--- src/rxa_pkg.sv ---
// Shared constants and types for the receiver channel settings bank
package rxa_pkg;

    // Register access port
    localparam int ADDR_W = 8;
    localparam int DATA_W = 8;

    // Offsets covered by this slice
    localparam logic [7:0] OFS_RSVD_0A        = 8'h0A;
    localparam logic [7:0] OFS_RSVD_0B        = 8'h0B;
    localparam logic [7:0] OFS_RSVD_0C        = 8'h0C;
    localparam logic [7:0] OFS_CH3_BW_SWING   = 8'h0D;
    localparam logic [7:0] OFS_CH3_GAIN_OFS   = 8'h0E;
    localparam logic [7:0] OFS_RSVD_0F        = 8'h0F;
    localparam logic [7:0] OFS_RSVD_10        = 8'h10;
    localparam logic [7:0] OFS_RSVD_11        = 8'h11;
    localparam logic [7:0] OFS_RSVD_12        = 8'h12;
    localparam logic [7:0] OFS_CH4_BW_SWING   = 8'h13;
    localparam logic [7:0] SLICE_LO           = 8'h0A;
    localparam logic [7:0] SLICE_HI           = 8'h13;

    // Reset values
    localparam logic [7:0] RST_CH3_BW_SWING   = 8'h00;
    localparam logic [7:0] RST_CH3_GAIN_OFS   = 8'h00;
    localparam logic [7:0] RST_CH4_BW_SWING   = 8'h00;
    localparam logic [7:0] RD_ZERO            = 8'h00;

    // Field positions
    localparam int BW_MSB        = 7;
    localparam int BW_LSB        = 4;
    localparam int SWING_MSB     = 3;
    localparam int SWING_LSB     = 0;
    localparam int SLEEP_BIT     = 7;
    localparam int BUF_OFF_BIT   = 6;
    localparam int GAIN_MSB      = 5;
    localparam int GAIN_LSB      = 4;
    localparam int OFS_SIGN_BIT  = 3;
    localparam int OFS_MAG_MSB   = 2;
    localparam int OFS_MAG_LSB   = 0;
    localparam int SWING_HI_BIT  = 3;

    // Bandwidth trim codes
    localparam logic [3:0] BW_CODE_NOMINAL = 4'h0;
    localparam logic [3:0] BW_CODE_LOWER   = 4'h7;
    localparam logic [3:0] BW_CODE_RAISE   = 4'hF;

    // Gain codes and attenuation in dB
    localparam logic [1:0] GAIN_DEFAULT   = 2'h0;
    localparam logic [1:0] GAIN_NA        = 2'h1;
    localparam logic [1:0] GAIN_MEDIUM    = 2'h2;
    localparam logic [1:0] GAIN_MINIMUM   = 2'h3;
    localparam logic [3:0] GAIN_DB_NONE   = 4'h0;
    localparam logic [3:0] GAIN_DB_MEDIUM = 4'h4;
    localparam logic [3:0] GAIN_DB_MIN    = 4'h8;

    // Output swing in mVpp
    localparam int         SWING_W          = 10;
    localparam logic [9:0] SWING_STEP_MV    = 10'h032;
    localparam logic [9:0] SWING_HI_BASE_MV = 10'h0FA;
    localparam logic [9:0] SWING_RST_MV     = 10'h000;

    typedef enum logic [1:0] {
        RXA_BW_NOMINAL,
        RXA_BW_LOWER,
        RXA_BW_RAISE,
        RXA_BW_OTHER
    } rxa_bw_trim_t;

endpackage : rxa_pkg

--- src/rxa_bw_swing_decode.sv ---
// Decoder for one bandwidth and swing register byte
`timescale 1ns/10ps
module rxa_bw_swing_decode (
    input  wire logic [7:0]         reg_value,
    output rxa_pkg::rxa_bw_trim_t   bw_trim,
    output logic [9:0]              swing_mv
);

    logic [3:0] bw_code;
    logic [3:0] swing_code;
    logic [9:0] swing_steps;

    always_comb begin
        bw_code     = reg_value[rxa_pkg::BW_MSB:rxa_pkg::BW_LSB];
        swing_code  = reg_value[rxa_pkg::SWING_MSB:rxa_pkg::SWING_LSB];
        swing_steps = 10'(swing_code[2:0]) * rxa_pkg::SWING_STEP_MV;
        // Trim class
        case (bw_code)
            rxa_pkg::BW_CODE_NOMINAL: bw_trim = rxa_pkg::RXA_BW_NOMINAL;
            rxa_pkg::BW_CODE_LOWER:   bw_trim = rxa_pkg::RXA_BW_LOWER;
            rxa_pkg::BW_CODE_RAISE:   bw_trim = rxa_pkg::RXA_BW_RAISE;
            default:                  bw_trim = rxa_pkg::RXA_BW_OTHER;
        endcase
        // Two overlapping swing ranges
        if (swing_code[rxa_pkg::SWING_HI_BIT]) begin
            swing_mv = 10'(rxa_pkg::SWING_HI_BASE_MV + swing_steps);
        end else begin
            swing_mv = swing_steps;
        end
    end

endmodule : rxa_bw_swing_decode

--- src/rxa_gain_offset_decode.sv ---
// Decoder for the sleep, buffer, gain and offset register byte
`timescale 1ns/10ps
module rxa_gain_offset_decode (
    input  wire logic [7:0] reg_value,
    output logic            channel_sleep,
    output logic            output_buffer_off,
    output logic [3:0]      gain_atten_db,
    output logic            gain_code_na,
    output logic            offset_negative,
    output logic [2:0]      offset_mag
);

    logic [1:0] gain_code;

    always_comb begin
        gain_code         = reg_value[rxa_pkg::GAIN_MSB:rxa_pkg::GAIN_LSB];
        channel_sleep     = reg_value[rxa_pkg::SLEEP_BIT];
        output_buffer_off = reg_value[rxa_pkg::BUF_OFF_BIT];
        gain_code_na      = (gain_code == rxa_pkg::GAIN_NA);
        case (gain_code)
            rxa_pkg::GAIN_MEDIUM:  gain_atten_db = rxa_pkg::GAIN_DB_MEDIUM;
            rxa_pkg::GAIN_MINIMUM: gain_atten_db = rxa_pkg::GAIN_DB_MIN;
            default:               gain_atten_db = rxa_pkg::GAIN_DB_NONE;
        endcase
        // Sign and magnitude; both zero codes give no shift
        offset_mag      = reg_value[rxa_pkg::OFS_MAG_MSB:rxa_pkg::OFS_MAG_LSB];
        offset_negative = reg_value[rxa_pkg::OFS_SIGN_BIT] && (offset_mag != 3'h0);
    end

endmodule : rxa_gain_offset_decode

--- src/rxa_channel_settings_bank.sv ---
// Settings register slice for channel 3 and channel 4 bandwidth and swing
`timescale 1ns/10ps
module rxa_channel_settings_bank (
    input  wire logic                 ref_clk,
    input  wire logic                 reset_n,
    input  wire logic                 reg_wr_en,
    input  wire logic                 reg_rd_en,
    input  wire logic [7:0]           reg_addr,
    input  wire logic [7:0]           reg_wr_data,
    output logic [7:0]                reg_rd_data,
    output logic                      reg_rd_valid,
    output logic                      reg_hit,
    output logic                      reg_wr_ignored,
    output logic [3:0]                ch3_bw_trim_code,
    output rxa_pkg::rxa_bw_trim_t     ch3_bw_trim,
    output logic [3:0]                ch3_output_swing_code,
    output logic [9:0]                ch3_output_swing_mv,
    output logic                      ch3_channel_sleep,
    output logic                      ch3_output_buffer_off,
    output logic [3:0]                ch3_gain_atten_db,
    output logic                      ch3_gain_code_na,
    output logic                      ch3_decision_offset_neg,
    output logic [2:0]                ch3_decision_offset_mag,
    output logic [3:0]                ch4_bw_trim_code,
    output rxa_pkg::rxa_bw_trim_t     ch4_bw_trim,
    output logic [3:0]                ch4_output_swing_code,
    output logic [9:0]                ch4_output_swing_mv
);

    // Stored settings
    logic [7:0] ch3_bandwidth_swing;
    logic [7:0] ch3_gain_offset_power;
    logic [7:0] ch4_bandwidth_swing;
    logic [7:0] next_ch3_bandwidth_swing;
    logic [7:0] next_ch3_gain_offset_power;
    logic [7:0] next_ch4_bandwidth_swing;

    // Read path state
    logic [7:0] next_reg_rd_data;
    logic       next_reg_rd_valid;
    logic       next_reg_hit;
    logic       next_reg_wr_ignored;

    // Address decode
    logic       addr_in_slice;
    logic       sel_ch3_bw;
    logic       sel_ch3_gain;
    logic       sel_ch4_bw;
    logic       sel_reserved;

    // Decoder results
    rxa_pkg::rxa_bw_trim_t dec_ch3_bw_trim;
    rxa_pkg::rxa_bw_trim_t dec_ch4_bw_trim;
    logic [9:0]            dec_ch3_swing_mv;
    logic [9:0]            dec_ch4_swing_mv;
    logic                  dec_ch3_sleep;
    logic                  dec_ch3_buf_off;
    logic [3:0]            dec_ch3_gain_db;
    logic                  dec_ch3_gain_na;
    logic                  dec_ch3_ofs_neg;
    logic [2:0]            dec_ch3_ofs_mag;

    // Registered decoded outputs
    logic [3:0]            next_ch3_bw_trim_code;
    rxa_pkg::rxa_bw_trim_t next_ch3_bw_trim;
    logic [3:0]            next_ch3_output_swing_code;
    logic [9:0]            next_ch3_output_swing_mv;
    logic                  next_ch3_channel_sleep;
    logic                  next_ch3_output_buffer_off;
    logic [3:0]            next_ch3_gain_atten_db;
    logic                  next_ch3_gain_code_na;
    logic                  next_ch3_decision_offset_neg;
    logic [2:0]            next_ch3_decision_offset_mag;
    logic [3:0]            next_ch4_bw_trim_code;
    rxa_pkg::rxa_bw_trim_t next_ch4_bw_trim;
    logic [3:0]            next_ch4_output_swing_code;
    logic [9:0]            next_ch4_output_swing_mv;

    // Address decode
    always_comb begin
        addr_in_slice = (reg_addr >= rxa_pkg::SLICE_LO) && (reg_addr <= rxa_pkg::SLICE_HI);
        sel_ch3_bw    = (reg_addr == rxa_pkg::OFS_CH3_BW_SWING);
        sel_ch3_gain  = (reg_addr == rxa_pkg::OFS_CH3_GAIN_OFS);
        sel_ch4_bw    = (reg_addr == rxa_pkg::OFS_CH4_BW_SWING);
        sel_reserved  = addr_in_slice && !sel_ch3_bw && !sel_ch3_gain && !sel_ch4_bw;
    end

    // Register writes
    always_comb begin
        next_ch3_bandwidth_swing   = ch3_bandwidth_swing;
        next_ch3_gain_offset_power = ch3_gain_offset_power;
        next_ch4_bandwidth_swing   = ch4_bandwidth_swing;
        if (reg_wr_en && sel_ch3_bw) begin
            next_ch3_bandwidth_swing = reg_wr_data;
        end
        if (reg_wr_en && sel_ch3_gain) begin
            next_ch3_gain_offset_power = reg_wr_data;
        end
        if (reg_wr_en && sel_ch4_bw) begin
            next_ch4_bandwidth_swing = reg_wr_data;
        end
    end

    always_ff @(posedge ref_clk) begin
        if (!reset_n) begin
            ch3_bandwidth_swing   <= rxa_pkg::RST_CH3_BW_SWING;
            ch3_gain_offset_power <= rxa_pkg::RST_CH3_GAIN_OFS;
            ch4_bandwidth_swing   <= rxa_pkg::RST_CH4_BW_SWING;
        end else begin
            ch3_bandwidth_swing   <= next_ch3_bandwidth_swing;
            ch3_gain_offset_power <= next_ch3_gain_offset_power;
            ch4_bandwidth_swing   <= next_ch4_bandwidth_swing;
        end
    end

    // Read path and access status
    always_comb begin
        next_reg_rd_data    = rxa_pkg::RD_ZERO;
        next_reg_rd_valid   = reg_rd_en;
        next_reg_hit        = (reg_rd_en || reg_wr_en) && addr_in_slice;
        next_reg_wr_ignored = reg_wr_en && sel_reserved;
        if (reg_rd_en) begin
            case (reg_addr)
                rxa_pkg::OFS_CH3_BW_SWING: next_reg_rd_data = ch3_bandwidth_swing;
                rxa_pkg::OFS_CH3_GAIN_OFS: next_reg_rd_data = ch3_gain_offset_power;
                rxa_pkg::OFS_CH4_BW_SWING: next_reg_rd_data = ch4_bandwidth_swing;
                default:                   next_reg_rd_data = rxa_pkg::RD_ZERO;
            endcase
        end
    end

    always_ff @(posedge ref_clk) begin
        if (!reset_n) begin
            reg_rd_data    <= rxa_pkg::RD_ZERO;
            reg_rd_valid   <= 1'b0;
            reg_hit        <= 1'b0;
            reg_wr_ignored <= 1'b0;
        end else begin
            reg_rd_data    <= next_reg_rd_data;
            reg_rd_valid   <= next_reg_rd_valid;
            reg_hit        <= next_reg_hit;
            reg_wr_ignored <= next_reg_wr_ignored;
        end
    end

    // Field decoders
    rxa_bw_swing_decode u_ch3_bw_decode (
        .reg_value (ch3_bandwidth_swing),
        .bw_trim   (dec_ch3_bw_trim),
        .swing_mv  (dec_ch3_swing_mv)
    );

    rxa_bw_swing_decode u_ch4_bw_decode (
        .reg_value (ch4_bandwidth_swing),
        .bw_trim   (dec_ch4_bw_trim),
        .swing_mv  (dec_ch4_swing_mv)
    );

    rxa_gain_offset_decode u_ch3_gain_decode (
        .reg_value         (ch3_gain_offset_power),
        .channel_sleep     (dec_ch3_sleep),
        .output_buffer_off (dec_ch3_buf_off),
        .gain_atten_db     (dec_ch3_gain_db),
        .gain_code_na      (dec_ch3_gain_na),
        .offset_negative   (dec_ch3_ofs_neg),
        .offset_mag        (dec_ch3_ofs_mag)
    );

    // Channel 3 analog controls
    always_comb begin
        next_ch3_bw_trim_code        = ch3_bandwidth_swing[rxa_pkg::BW_MSB:rxa_pkg::BW_LSB];
        next_ch3_bw_trim             = dec_ch3_bw_trim;
        next_ch3_output_swing_code   = ch3_bandwidth_swing[rxa_pkg::SWING_MSB:rxa_pkg::SWING_LSB];
        next_ch3_output_swing_mv     = dec_ch3_swing_mv;
        next_ch3_channel_sleep       = dec_ch3_sleep;
        next_ch3_output_buffer_off   = dec_ch3_buf_off;
        next_ch3_gain_atten_db       = dec_ch3_gain_db;
        next_ch3_gain_code_na        = dec_ch3_gain_na;
        next_ch3_decision_offset_neg = dec_ch3_ofs_neg;
        next_ch3_decision_offset_mag = dec_ch3_ofs_mag;
    end

    always_ff @(posedge ref_clk) begin
        if (!reset_n) begin
            ch3_bw_trim_code        <= rxa_pkg::BW_CODE_NOMINAL;
            ch3_bw_trim             <= rxa_pkg::RXA_BW_NOMINAL;
            ch3_output_swing_code   <= rxa_pkg::RST_CH3_BW_SWING[3:0];
            ch3_output_swing_mv     <= rxa_pkg::SWING_RST_MV;
            ch3_channel_sleep       <= 1'b0;
            ch3_output_buffer_off   <= 1'b0;
            ch3_gain_atten_db       <= rxa_pkg::GAIN_DB_NONE;
            ch3_gain_code_na        <= 1'b0;
            ch3_decision_offset_neg <= 1'b0;
            ch3_decision_offset_mag <= 3'h0;
        end else begin
            ch3_bw_trim_code        <= next_ch3_bw_trim_code;
            ch3_bw_trim             <= next_ch3_bw_trim;
            ch3_output_swing_code   <= next_ch3_output_swing_code;
            ch3_output_swing_mv     <= next_ch3_output_swing_mv;
            ch3_channel_sleep       <= next_ch3_channel_sleep;
            ch3_output_buffer_off   <= next_ch3_output_buffer_off;
            ch3_gain_atten_db       <= next_ch3_gain_atten_db;
            ch3_gain_code_na        <= next_ch3_gain_code_na;
            ch3_decision_offset_neg <= next_ch3_decision_offset_neg;
            ch3_decision_offset_mag <= next_ch3_decision_offset_mag;
        end
    end

    // Channel 4 bandwidth and swing controls
    always_comb begin
        next_ch4_bw_trim_code      = ch4_bandwidth_swing[rxa_pkg::BW_MSB:rxa_pkg::BW_LSB];
        next_ch4_bw_trim           = dec_ch4_bw_trim;
        next_ch4_output_swing_code = ch4_bandwidth_swing[rxa_pkg::SWING_MSB:rxa_pkg::SWING_LSB];
        next_ch4_output_swing_mv   = dec_ch4_swing_mv;
    end

    always_ff @(posedge ref_clk) begin
        if (!reset_n) begin
            ch4_bw_trim_code      <= rxa_pkg::BW_CODE_NOMINAL;
            ch4_bw_trim           <= rxa_pkg::RXA_BW_NOMINAL;
            ch4_output_swing_code <= rxa_pkg::RST_CH4_BW_SWING[3:0];
            ch4_output_swing_mv   <= rxa_pkg::SWING_RST_MV;
        end else begin
            ch4_bw_trim_code      <= next_ch4_bw_trim_code;
            ch4_bw_trim           <= next_ch4_bw_trim;
            ch4_output_swing_code <= next_ch4_output_swing_code;
            ch4_output_swing_mv   <= next_ch4_output_swing_mv;
        end
    end

endmodule : rxa_channel_settings_bank

--- config.mk ---
export PLATFORM = sky130hd
export DESIGN_NAME = rxa_channel_settings_bank
export DESIGN_NICKNAME = d
export VERILOG_FILES = /design/src/rxa_pkg.sv /design/src/rxa_bw_swing_decode.sv /design/src/rxa_gain_offset_decode.sv /design/src/rxa_channel_settings_bank.sv
export SDC_FILE = /design/constraint.sdc
export NUM_CORES = 1
export LEC_CHECK = 0
export ABC_AREA = 0
export ABC_CLOCK_PERIOD_IN_PS = 5300
export BUFFER_PORTS_ARGS = -buffer_cell sky130_fd_sc_hd__buf_2
export CAP_MARGIN = 30
export CORE_MARGIN = 5
export CORE_UTILIZATION = 42
export DETAILED_ROUTE_END_ITERATION = 10
export GPL_TIMING_DRIVEN = 0
export MAX_ROUTING_LAYER = met4
export PLACE_DENSITY = 0.73
export SYNTH_ARGS = -nofsm -noshare
export SYNTH_HDL_FRONTEND = slang
export SYNTH_SLANG_ARGS = --single-unit
--- constraint.sdc ---
create_clock -name ref_clk -period 5.3 [get_ports ref_clk]
set_input_delay 1.325 -clock ref_clk [delete_from_list [all_inputs] [get_ports ref_clk]]
set_output_delay 1.325 -clock ref_clk [all_outputs]
set_load 0.02 [all_outputs]
==> impl_metrics.toml <==
[grt]
grt_pass1_wl_mm = 12.25
grt_pass1_vias = 2589
antenna_found_initial = 0
grt_max_degree = 15
track_usage = 0.1651
gr-total-overflow = 0

[sta]
tns_ns = 0
fmax_ghz = 0.4198
post-route-period-util = 0.4495
setup_viol = 0
hold_ws_ns = 0.4711
fin_crit_ns = 2.382
finalHoldViolCount = 0
tightest_slew_ns = 0.7123
rsz0062_at_grt = "no"
skew_ns = 0.01143
relSlewSlack = 0.5252
fin_ws_ns = 2.918
drv_slew = 0

[power_and_ir_drop]
power_switching_share = 0.2117
clockPowerShare = 0.448
internal-power_mw = 0.9446
peakVddDrop_uv = 137.2
p_comb_frac = 0.037
power_mw = 1.198
seqPwrFrac = 0.515
leakagePower_nw = 2.153
power-per-cell-area_nw_per_um2 = 297.3
p_sw_mw = 0.2537

[placed_design]
hpwl_mm = 5.552
io_buffers = 77
gp_congestion = 0.8375
post-place-ws_ns = 2.547

[setup_path]
reg2reg_from = "ch4_bandwidth_swing[1]$_SDFFE_PN0P_"
endpoint_kind = "register"
rrSetupSlack_ns = 3.23
arrival_ns = 2.61
cp-start-kind = "input port"
reg2reg_to = "ch4_output_swing_mv[7]$_SDFF_PN0_"
crit_type = "in -> reg"
cp.required_ns = 5.53
path_max_fanout = 10
r2r_cells = 8

[hold_path]
hold_class = "reg -> reg"
hold_end = "ch3_decision_offset_neg$_SDFF_PN0_"
hp-start = "ch3_gain_offset_power[3]$_SDFFE_PN0P_"
min_delay_path_depth = 2

[synth]
synth_top_family_by_area = "simple AND/OR/NAND/NOR gates"
avgSynthCellArea_sq_um = 9.903
ys_warn_count = 0
ys.flop_type = "dfxtp_1"
synth_compound_area_frac = 0.1030
async_reset_ff_frac = 0
synthXorXnorAreaFrac = 0.02948
yosysSeqAreaShare = 0.5023
syn_inst = 330
synth_simple_gate_area_frac = 0.1788
synthMuxAreaShare = 0.05819
ys_seq_elements = 82
synth_edf_count = 0
ys_types = 47
syn-cell-area_sq_um = 3268
synth_fa_ha_area_frac = 0.06126

[clocking]
hold_buffers = 0
path_clk_slew_ns = 0.08
cts_resized = 0
root_buffer = "clkbuf_8"
clock_path_buffers = 2
numCtsBuffers = 9
cts_setup_buffers = 0
clock-sinks = 82
ctsHtreeMaxLevel = 3
cts_tree = "done"
clk_latency_ns = 0.36

[floorplan]
die_w_microns = 98.21
ios = 82
dieArea_sq_um = 9645
core_sq_um = 7647
initial_utilization = 0.4274
die_h_microns = 98.21
rows = 32

[final_layout]
layout_common_cells = "82 x dfxtp_1, 80 x buf_2, 38 x nand2_1, 31 x inv_1, 19 x mux2i_1"
mostFrequentLayoutCell = "dfxtp_1"
final_layout_size_suffix_gt1_frac = 0.2588
fin_nets = 457
area_delta_synth_final_pct = 23.32
diodes = 0

[route]
viasPerCell = 4.848
drt_drc_violations_left = 0
firstDrtPassIters = 4
drt-total-wl_mm = 7.541
vias = 2555
initialDrtViolationCount = 143
drt-wirelength-per-cell_microns = 14.31
antenna_left = 0

[outcome]
status = "finished clean"

[flow_run]
maxCapViolations = 0
-- worst max-delay path: stages --
cell and delay, ns:
buf_2 0.11, nand3b_1 0.24, nor4_4 0.26, buf_4 0.24
nand3_2 0.23, a2bb2oi_1 0.20
-- sequential cells by signal (all words and copies together), names as in the netlist --
register                 count
ch3_bandwidth_swing          8
ch3_bw_trim                  2
ch3_bw_trim_code             4
ch3_channel_sleep            1
ch3_decision_offset_mag      3
ch3_decision_offset_neg      1
ch3_gain_atten_db            2
ch3_gain_code_na             1
ch3_gain_offset_power        8
ch3_output_buffer_off        1
ch3_output_swing_code        4
ch3_output_swing_mv          9
ch4_bandwidth_swing          8
ch4_bw_trim                  2
ch4_bw_trim_code             4
ch4_output_swing_code        4
ch4_output_swing_mv          9
reg_hit                      1
reg_rd_data                  8
reg_rd_valid                 1
reg_wr_ignored               1
-- logic make-up (layout without fill, tap and decap cells) --
kind of cell,after synthesis,count (layout)
other cells,1,4
flops,82,82
mux,19,19
buf+inv,49,141
compound gates,43,43
simple gates,109,109
xor+xnor,11,11
fa+ha+maj,16,16
-- cells in the mapped netlist (all sizes together), types with 8 or more instances --
| library cell | instances | area share |
|---|---|---|
| a2bb2oi | 8 | 0.021 |
| nand2 | 39 | 0.047 |
| mux2i | 19 | 0.058 |
| a22oi | 8 | 0.018 |
| buf | 12 | 0.023 |
| inv | 31 | 0.036 |
| a22o | 8 | 0.021 |
| dfxtp | 82 | 0.50 |
| nor2 | 17 | 0.020 |
| nor2b | 8 | 0.015 |
| and2 | 11 | 0.021 |
| ha | 16 | 0.061 |
-- worst max-delay path by stage --
stage	start	to	slack [ns]	cells after the start
after CTS	reg_addr[4]	ch3_bandwidth_swing[3]$_SDFFE_PN0P_	2.92	5
after global routing	reg_addr[4]	ch3_bandwidth_swing[0]$_SDFFE_PN0P_	2.85	5
after detailed placement	reg_addr[4]	ch3_bandwidth_swing[3]$_SDFFE_PN0P_	2.55	5
after global placement	reg_addr[4]	ch3_bandwidth_swing[6]$_SDFFE_PN0P_	2.59	5
after floorplan	reg_addr[4]	ch3_bandwidth_swing[0]$_SDFFE_PN0P_	2.95	5
final	reg_addr[4]	ch3_bandwidth_swing[3]$_SDFFE_PN0P_	2.92	6
-- power groups by stage --
stage | logic, mW | registers (mW) | clock network [mW]
floorplan | 0.0229 | 0.633 | 0
global placement | 0.0428 | 0.632 | 0
detailed placement | 0.0439 | 0.632 | 0
CTS | 0.0444 | 0.617 | 0.544
global route | 0.0490 | 0.617 | 0.574
finish | 0.0447 | 0.617 | 0.536
-- through the flow --
step,area [sq um],cells,utilization
floorplan,3279,333,-
global placement,3792,512,0.4959
detailed placement,3792,512,0.4959
CTS,4030,527,0.5270
global route,4030,527,0.5270
finish,4030,527,0.5270
-- area by class of cell --
type,instances,area (sq um)
fill,699,3617
tap,102,127.6
clock inverter,6,113.9
clock buffer,9,123.9
multi-input combinational,202,1423
buffer,18,98.84
inverter,31,116.4
sequential,82,1642
timing repair buffer,77,385.4
-- layer usage --
| metal | up-vias | routed length, microns | track usage |
|---|---|---|---|
| met5 | - | 0 | - |
| met4 | 0 | 158 | 0.07248 |
| met3 | 13 | 474 | 0.04429 |
| met2 | 84 | 3595 | 0.2602 |
| met1 | 1184 | 3313 | 0.1984 |
| li1 | 1274 | - | - |
No activity file was read; power rests on OpenSTA's default activity.
